File: config.mk
export PLATFORM = sky130hd
export DESIGN_NAME = opt_timers
export DESIGN_NICKNAME = d
export VERILOG_FILES = /design/src/opt_pkg.sv /design/src/opt_prescaler.sv /design/src/opt_irq.sv /design/src/opt_timers.sv
export VERILOG_INCLUDE_DIRS = /design/src
export SDC_FILE = /design/constraint.sdc
export NUM_CORES = 1
export LEC_CHECK = 0
export BUFFER_PORTS_ARGS = -buffer_cell sky130_fd_sc_hd__buf_2
export CORE_MARGIN = 3
export CORE_UTILIZATION = 58
export CTS_CLUSTER_DIAMETER = 80
export DETAILED_ROUTE_END_ITERATION = 16
export GPL_TIMING_DRIVEN = 0
export HOLD_SLACK_MARGIN = 0.03
export MAX_ROUTING_LAYER = met4
export PLACE_DENSITY = 0.8
export SETUP_SLACK_MARGIN = 0.2
export SYNTH_ARGS = -nofsm -noshare
export SYNTH_HDL_FRONTEND = slang
export SYNTH_SLANG_ARGS = --single-unit
File: constraint.sdc
create_clock -name sys_clk -period 4.15 [get_ports sys_clk]
set_input_delay 0.6225 -clock sys_clk [delete_from_list [all_inputs] [get_ports sys_clk]]
set_output_delay 0.6225 -clock sys_clk [all_outputs]
set_load 0.02 [all_outputs]
File: src/opt_cfg.svh
`ifndef OPT_CFG_SVH
`define OPT_CFG_SVH
`define OPT_ADDR_W 8
`define OPT_DATA_W 32
`define OPT_CNT_W 24
`define OPT_FLAG_W 11
`define OPT_PROTO_TMR_OFS 8'h6a
`define OPT_ELAPSED_TMR_OFS 8'h6c
`define OPT_IRQ_STATUS_OFS 8'h70
`define OPT_IRQ_ENABLE_OFS 8'h71
`define OPT_IRQ_CLEAR_OFS 8'h72
`define OPT_RUN_BIT 31
`define OPT_CNT_MSB 23
`define OPT_TIMEOUT_BIT 10
`define OPT_CTRL_RST 32'h0000_0000
`define OPT_TICK_NS 10000
`define OPT_CLK_NS 4
`define OPT_TICK_CYC (`OPT_TICK_NS / `OPT_CLK_NS)
`define OPT_IRQ_W 3
`define OPT_IRQ_TIMEOUT 0
`define OPT_IRQ_SATURATE 1
`define OPT_IRQ_EVENT_STOP 2
`endif

File: src/opt_pkg.sv
package opt_pkg;
  typedef logic [23:0] opt_cnt_t;
  typedef enum logic [1:0] {
    OPT_IDLE,
    OPT_RUN
  } opt_run_e;
endpackage

File: src/opt_prescaler.sv
`timescale 1ns/1ps
`include "opt_cfg.svh"
module opt_prescaler (
  input wire logic sys_clk,
  input wire logic rst,
  output logic tick
);
  import opt_pkg::*;
  localparam int unsigned TICK_CYC = `OPT_TICK_CYC;
  logic [11:0] div_q;
  logic [11:0] div_d;
  logic wrap;
  assign wrap = (div_q == 12'(TICK_CYC - 1));
  assign div_d = wrap ? 12'h000 : div_q + 12'h001;
  // One cycle pulse every 10 us
  assign tick = wrap;
  always_ff @(posedge sys_clk) begin
    if (rst) begin
      div_q <= 12'h000;
    end else begin
      div_q <= div_d;
    end
  end
endmodule

File: src/opt_irq.sv
`timescale 1ns/1ps
`include "opt_cfg.svh"
module opt_irq (
  input wire logic sys_clk,
  input wire logic rst,
  input wire logic [`OPT_IRQ_W-1:0] event_set,
  input wire logic [`OPT_IRQ_W-1:0] clear_mask,
  input wire logic clear_we,
  input wire logic [`OPT_IRQ_W-1:0] enable,
  output logic [`OPT_IRQ_W-1:0] status,
  output logic irq
);
  import opt_pkg::*;
  logic [`OPT_IRQ_W-1:0] stat_q;
  logic [`OPT_IRQ_W-1:0] stat_d;
  genvar i;
  // Set wins over a clear in the same cycle
  generate
    for (i = 0; i < `OPT_IRQ_W; i++) begin : g_bit
      assign stat_d[i] = event_set[i] | (stat_q[i] & ~(clear_we & clear_mask[i]));
    end
  endgenerate
  always_ff @(posedge sys_clk) begin
    if (rst) begin
      stat_q <= '0;
    end else begin
      stat_q <= stat_d;
    end
  end
  assign status = stat_q;
  assign irq = |(stat_q & enable);
endmodule

File: src/opt_timers.sv
// Added by the designer: strobed register access.
`timescale 1ns/1ps
`include "opt_cfg.svh"
module opt_timers (
  input wire logic sys_clk,
  input wire logic rst,
  input wire logic [`OPT_ADDR_W-1:0] reg_addr,
  input wire logic [`OPT_DATA_W-1:0] reg_wdata,
  input wire logic reg_wr,
  input wire logic reg_rd,
  output logic [`OPT_DATA_W-1:0] reg_rdata,
  input wire logic [`OPT_FLAG_W-1:0] dual_role_event_flags,
  input wire logic [`OPT_FLAG_W-1:0] dual_role_event_enables,
  output logic timeout_event,
  output logic timeout_irq,
  output logic irq
);
  import opt_pkg::*;

  ////////////////////////////////////////////////////////////////////////////
  // Pin synchronisers for the event flags and enables
  logic [`OPT_FLAG_W-1:0] flg_meta_q;
  logic [`OPT_FLAG_W-1:0] flg_q;
  logic [`OPT_FLAG_W-1:0] ena_meta_q;
  logic [`OPT_FLAG_W-1:0] ena_q;
  always_ff @(posedge sys_clk) begin
    if (rst) begin
      flg_meta_q <= '0;
      flg_q <= '0;
      ena_meta_q <= '0;
      ena_q <= '0;
    end else begin
      flg_meta_q <= dual_role_event_flags;
      flg_q <= flg_meta_q;
      ena_meta_q <= dual_role_event_enables;
      ena_q <= ena_meta_q;
    end
  end

  ////////////////////////////////////////////////////////////////////////////
  // Tick source
  logic tick;
  opt_prescaler u_pre (
    .sys_clk(sys_clk),
    .rst(rst),
    .tick(tick)
  );

  ////////////////////////////////////////////////////////////////////////////
  // Register decode
  function automatic logic hit(input logic [`OPT_ADDR_W-1:0] a, input logic [`OPT_ADDR_W-1:0] o);
    return a == o;
  endfunction
  wire wr_t1 = reg_wr & hit(reg_addr, `OPT_PROTO_TMR_OFS);
  wire wr_t2 = reg_wr & hit(reg_addr, `OPT_ELAPSED_TMR_OFS);
  wire wr_ien = reg_wr & hit(reg_addr, `OPT_IRQ_ENABLE_OFS);
  wire wr_iclr = reg_wr & hit(reg_addr, `OPT_IRQ_CLEAR_OFS);
  wire wr_run = reg_wdata[`OPT_RUN_BIT];

  ////////////////////////////////////////////////////////////////////////////
  // Timer one: time-out after reload_count ticks, elapsed count runs up from zero
  opt_run_e t1_st_q;
  opt_run_e t1_st_d;
  opt_cnt_t reload_count_q;
  opt_cnt_t reload_count_d;
  opt_cnt_t t1_elap_q;
  opt_cnt_t t1_elap_d;
  logic t1_done;
  // Bits 23..0 hold the reload count
  assign reload_count_d = wr_t1 ? reg_wdata[`OPT_CNT_MSB:0] : reload_count_q;
  // Elapsed equals reload: time-out; zero reload expires on first tick
  assign t1_done = (t1_st_q == OPT_RUN) & tick &
                   ((t1_elap_q + 24'h000001) >= reload_count_q);
  always_comb begin
    t1_st_d = t1_st_q;
    t1_elap_d = t1_elap_q;
    unique case (t1_st_q)
      OPT_IDLE: begin
        if (wr_t1 && wr_run) begin
          t1_st_d = OPT_RUN;
          t1_elap_d = 24'h000000; // Clear elapsed count to zero
        end
      end
      OPT_RUN: begin
        if (wr_t1 && !wr_run) begin
          t1_st_d = OPT_IDLE;
        end else if (wr_t1 && wr_run) begin
          t1_elap_d = 24'h000000; // Restart with new count
        end else if (t1_done) begin
          t1_st_d = OPT_IDLE; // Self clear of run bit
          t1_elap_d = t1_elap_q + 24'h000001;
        end else if (tick) begin
          t1_elap_d = t1_elap_q + 24'h000001;
        end
      end
    endcase
  end
  wire t1_expire = t1_done & ~wr_t1;
  // One-cycle event at time-out
  assign timeout_event = t1_expire;

  ////////////////////////////////////////////////////////////////////////////
  // Timer two: elapsed up-counter
  opt_run_e t2_st_q;
  opt_run_e t2_st_d;
  opt_cnt_t t2_cnt_q;
  opt_cnt_t t2_cnt_d;
  opt_cnt_t t2_cap_q;
  opt_cnt_t t2_cap_d;
  logic ev_hit;
  logic t2_sat;
  // Sync'd flags and enables, two cycles behind the pins; a sampled pulse on an enabled flag stops the count
  assign ev_hit = |(flg_q & ena_q);
  assign t2_sat = (t2_cnt_q == 24'hff_ffff);
  always_comb begin
    t2_st_d = t2_st_q;
    t2_cnt_d = t2_cnt_q;
    t2_cap_d = t2_cap_q;
    unique case (t2_st_q)
      OPT_IDLE: begin
        if (wr_t2 && wr_run) begin
          t2_st_d = OPT_RUN;
          t2_cnt_d = 24'h000000;
          // Old capture would otherwise hide the live count
          t2_cap_d = 24'h000000;
        end
      end
      OPT_RUN: begin
        if (wr_t2 && !wr_run) begin
          t2_st_d = OPT_IDLE;
        end else if (wr_t2 && wr_run) begin
          t2_cnt_d = 24'h000000;
          t2_cap_d = 24'h000000;
        end else if (ev_hit) begin
          t2_st_d = OPT_IDLE;
          t2_cap_d = t2_cnt_q;
        end else if (t2_sat) begin
          t2_st_d = OPT_IDLE; // Hold at all ones
        end else if (tick) begin
          t2_cnt_d = t2_cnt_q + 24'h000001;
        end
      end
    endcase
  end
  wire t2_sat_stop = (t2_st_q == OPT_RUN) & t2_sat & ~ev_hit & ~wr_t2;
  wire t2_ev_stop = (t2_st_q == OPT_RUN) & ev_hit & ~wr_t2;

  always_ff @(posedge sys_clk) begin
    if (rst) begin
      t1_st_q <= OPT_IDLE;
      t1_elap_q <= '0;
      reload_count_q <= '0;
      t2_st_q <= OPT_IDLE;
      t2_cnt_q <= '0;
      t2_cap_q <= '0;
    end else begin
      t1_st_q <= t1_st_d;
      t1_elap_q <= t1_elap_d;
      reload_count_q <= reload_count_d;
      t2_st_q <= t2_st_d;
      t2_cnt_q <= t2_cnt_d;
      t2_cap_q <= t2_cap_d;
    end
  end

  ////////////////////////////////////////////////////////////////////////////
  // Interrupts
  logic [`OPT_IRQ_W-1:0] ien_q;
  logic [`OPT_IRQ_W-1:0] ev_vec;
  logic [`OPT_IRQ_W-1:0] istat;
  always_ff @(posedge sys_clk) begin
    if (rst) begin
      ien_q <= '0;
    end else if (wr_ien) begin
      ien_q <= reg_wdata[`OPT_IRQ_W-1:0];
    end
  end
  assign ev_vec[`OPT_IRQ_TIMEOUT] = t1_expire;
  assign ev_vec[`OPT_IRQ_SATURATE] = t2_sat_stop;
  assign ev_vec[`OPT_IRQ_EVENT_STOP] = t2_ev_stop;
  opt_irq u_irq (
    .sys_clk(sys_clk),
    .rst(rst),
    .event_set(ev_vec),
    .clear_mask(reg_wdata[`OPT_IRQ_W-1:0]),
    .clear_we(wr_iclr),
    .enable(ien_q),
    .status(istat),
    .irq(irq)
  );
  // Timeout request gated by the dual-role enable bit
  assign timeout_irq = istat[`OPT_IRQ_TIMEOUT] & ena_q[`OPT_TIMEOUT_BIT];

  ////////////////////////////////////////////////////////////////////////////
  // Read path, one cycle latency; unmapped reads return zero
  logic [`OPT_DATA_W-1:0] rsel;
  logic [`OPT_DATA_W-1:0] rdata_q;
  always_comb begin
    rsel = '0;
    if (hit(reg_addr, `OPT_PROTO_TMR_OFS)) begin
      rsel = {(t1_st_q == OPT_RUN), 7'h00, reload_count_q};
    end else if (hit(reg_addr, `OPT_ELAPSED_TMR_OFS)) begin
      // Live count while running, frozen capture after an event
      rsel = {(t2_st_q == OPT_RUN), 7'h00, t2_cap_q == 24'h0 ? t2_cnt_q : t2_cap_q};
    end else if (hit(reg_addr, `OPT_IRQ_STATUS_OFS)) begin
      rsel = {29'h0, istat};
    end else if (hit(reg_addr, `OPT_IRQ_ENABLE_OFS)) begin
      rsel = {29'h0, ien_q};
    end
  end
  always_ff @(posedge sys_clk) begin
    if (rst) begin
      rdata_q <= '0;
    end else begin
      rdata_q <= reg_rd ? rsel : 32'h0000_0000;
    end
  end
  assign reg_rdata = rdata_q;
endmodule

==> results.md <==
- The layout has 1054 filler cells.
- The cell area that synthesis handed to floorplanning was 8170 um^2.
- The share of cells above drive strength 1 is 17.0%.
- The class of the most critical setup path is register to output port.
- Across the run, the number of max-cap violations was 0.
- The worst setup path is captured at an output port.
- CTS placed an instance of sky130_fd_sc_hd__clkbuf_16 at the clock tree root.
- Port buffering added 86 buffers.
- The top cell types in the final layout, fill and taps aside, are 175 x sky130_fd_sc_hd__dfxtp_1, 139 x sky130_fd_sc_hd__a21oi_1, 113 x sky130_fd_sc_hd__nand2_1, 110 x sky130_fd_sc_hd__nor2_1, 88 x sky130_fd_sc_hd__buf_2.
- The finished cells cover a little under 10000 um^2.
- The first detailed-routing pass ran for 6 iterations.
- The data required time of the critical path is 3.53 ns.
- The final count of hold timing violations was 0.
- The share of the synthesized netlist area taken by xor and xnor gates is 4.29%.
- The later pin in the worst-skew pair is clocked with a latency of 0.43 ns.
- The total area inside the core boundary comes to ~14000 um^2.
- The mean area per synthesized cell is around 8 um^2.
- For this design the top-level I/O count stands at just over 100.
- The area share of fa/ha/maj cells after synthesis is 4.13%.
- The die covers 15500 um^2.
- The initial antenna violation count is 0.
- The Yosys step of the flow raised 0 warnings.
- Between clock sinks in the finished design, the worst skew comes to 0.0106 ns.
- The final setup slack of the worst path is -0.0415 ns.
- Once the floorplan was initialized, standard cells occupied 60.5% of the core.
- The clock-pin transition on the worst setup and hold timing paths is 0.07 ns.
- Counting flops with a built-in enable in the synthesized netlist gives 0.
- In the global route stage, overall resource usage came out at between 20% and 30%.
- The normalized max-slew margin is 39.9%.
- Along the worst path, the maximum fanout reaches 6.
- The count of pins over their slew limit is 0.
- The post-place instance area is 8840 um^2.
- The min-delay analysis places its worst path in the category primary input to register.
- Setup repair after global routing could not meet its margin everywhere.
- The routed layout has slightly below 8k vias.
- The number of global-route vias before repair was 7042.
- The number of rows in the core area is 42.
- The count of final setup violators is 1.
- The number of nets with antenna violations after routing is 0.
- The final total negative setup slack is -0.0415 ns.
- From synthesis to final layout, the design area changed by 20.4%.
- Entering global routing, the biggest net connects 17 pins.
- The CTS buffer count is 17.
- Subtracting the final worst setup slack from the clock period gives 4.19 ns.
- After detailed routing, the number of remaining DRC violations is 0.
- Summed over all layers, the global routing overflow is 0.
- The number of DRC violations after detailed-routing iteration 0 is 892.
- At the pin with the least slew margin, the transition time is 0.893 ns.
- The share of the Yosys chip area taken by registers is 45.3%.
- After legalization and detailed placement, the total HPWL measured approximately 15000 um.
- The multi-input logic area is 4280 um^2.
- In the finished design, the share of the clock period the worst path needs comes to 101%.
- The number of sinks handled by clock tree synthesis is 185.
- CTS built an H-tree with a depth of 4.
- Synthesis produced a netlist whose cell count is ~1000.
- The overall power is ~3.6 mW.
- The library cell used most frequently in the layout, excluding fill and tap cells, is sky130_fd_sc_hd__dfxtp_1.
- The data arrival at the endpoint of the critical path is 3.57 ns.
- Summing the areas of all compound-gate instances in the mapped netlist gives 14.0% of the synthesized area.
- The routed via count divided by cell count is 5.86.
- Counting distinct cell types in the post-synthesis netlist gives slightly above 50.
- IR analysis of the VDD net gives a maximum drop of 336 uV.
- The most frequently used flop master after synthesis is sky130_fd_sc_hd__dfxtp_1.
- The post-synthesis simple-gate area fraction is 26.3%.
- The die span in x is 125 um.
- The sequential cells in the finished layout cover a total of 3730 um^2.
- The number of nets in the layout is 1219.
- Static timing analysis puts the maximum clock frequency at 239 MHz.
- The worst setup path is launched from a register.
- The run finished, with violations left.
- The final routed wire length divided by cell count is 17.0 um.
- The total wire length is 22300 um.
- Hold repair after CTS inserted 0 buffers.
- After synthesis, the largest family of logic cells by area is simple AND/OR/NAND/NOR gates.
- Measured along the y axis, the die boundary spans 125 um.
- The number of register bits inferred by synthesis is 185.
- The final design utilization is around 73%.
- The proportion of synthesized area in mux cells is under 10%.
- The proportion of synthesized flip-flops having asynchronous set or reset is 0%.
- The final weighted congestion of routability-driven global placement is 0.909.
- The checks that failed: setup timing.
- Dividing total power by cell area gives a power density of 367 nW/um^2.
- The maximum buffer depth of the clock tree is 2.
- The wire length of the first global-routing pass is 34300 um.
- For this design the static power due to leakage is 3.84 nW.
- The clock tree from TritonCTS is done.
==> what timing repair did <==
| action | CTS | global route |
|---|---|---|
| pin swaps | 14 | 12 |
| gates resized for setup | 39 | 19 |
| setup buffers | 16 | 2 |
| endpoints found under the setup margin | 3 | 1 |
==> power breakdown <==
group / internal [mW] / switching, mW
Sequential: 1.79 / 0.00700
Clock: 0.985 / 0.707
Combinational: 0.0480 / 0.0690
==> Yosys cell counts, drive strengths merged (5+ instances only) <==
cell / n / area [um^2]
xnor2: 21 / 184
nor3: 9 / 45.0
nor4: 13 / 81.3
nand3b: 8 / 60.1
and4: 5 / 43.8
nand4: 16 / 100
xor2: 19 / 166
nand3: 50 / 250
a222oi: 5 / 50.1
clkbuf: 48 / 180
inv: 32 / 120
and3: 20 / 125
dfxtp: 185 / 3700
nor2: 112 / 420
or2: 5 / 31.3
and2: 9 / 56.3
or3: 14 / 87.6
a21oi: 139 / 696
nor2b: 46 / 288
nand2b: 7 / 43.8
nand2: 116 / 435
ha: 27 / 338
buf: 13 / 86.3
mux2i: 5 / 50.1
o21ai: 29 / 145
==> layout make-up <==
| type | instances | area share, % |
|---|---|---|
| multi-input combinational | 725 | 43.5 |
| antenna | 1 | 0.0254 |
| clock buffer | 19 | 4.60 |
| tap | 176 | 2.24 |
| clock inverter | 12 | 1.68 |
| sequential | 185 | 38.0 |
| buffer | 61 | 2.82 |
| timing repair buffer | 104 | 5.93 |
| inverter | 32 | 1.22 |
==> metrics by stage <==
stage	cells	worst slack [ns]	hold WS (ns)
final	1315	-0.0415	0.396
after global routing	1314	-0.103	0.389
after CTS	1312	0.186	0.386
after detailed placement	1265	-0.444	0.422
after global placement	1265	-0.398	0.418
after floorplan	1003	0.403	0.414
==> worst max-delay path: stages (launching register included) <==
cell and delay, ns:
sky130_fd_sc_hd__dfxtp_4 0.38, sky130_fd_sc_hd__nand4_1 0.20, sky130_fd_sc_hd__nor3_4 0.31, sky130_fd_sc_hd__buf_6 0.16, sky130_fd_sc_hd__nand2_2 0.11, sky130_fd_sc_hd__xnor2_2 0.19, sky130_fd_sc_hd__ha_4 0.31, sky130_fd_sc_hd__nand4_1 0.16
sky130_fd_sc_hd__buf_4 0.18, sky130_fd_sc_hd__a2111oi_0 0.47, sky130_fd_sc_hd__a211o_1 0.30, sky130_fd_sc_hd__a211oi_4 0.09, sky130_fd_sc_hd__nor2_2 0.13, sky130_fd_sc_hd__buf_6 0.13
==> per-layer routing <==
metal,global-route usage (%),wire (um)
met1,36.2,9590
met2,41.8,9960
met3,5.75,1900
met4,13.6,888
met5,-,0
==> logic make-up (layout without fill, tap and decap cells) <==
family          count (synthesis)  after routing
flops                         185            185
buf+inv                        93            228
xor+xnor                       40             40
fa+ha+maj                      27             27
mux                             9              9
compound gates                204            204
simple gates                  438            438
other cells                     1              8
==> sequential cells by signal, indices dropped and copies added (netlist names) <==
register / count
t2_cnt_q: 24
u_irq.status: 3
ena_meta_q: 11
t2_cap_q: 24
ien_q: 3
flg_meta_q: 11
reg_rdata: 25
t2_st_q: 1
t1_st_q: 1
t1_elap_q: 24
flg_q: 11
u_pre.div_q: 12
ena_q: 11
reload_count_q: 24
==> worst paths after layout <==
path                         startpoint       endpoint  slack [ns]  cells past startpoint
max reg2reg                t1_elap_q[7]     t1_st_q[0]        0.70                     14
min reg2reg               ena_meta_q[4]       ena_q[4]        0.44                      1
max                        t1_elap_q[7]  timeout_event       -0.04                     13
min          dual_role_event_enables[6]  ena_meta_q[6]        0.40                      2
No activity file was read; power rests on OpenSTA's default activity.
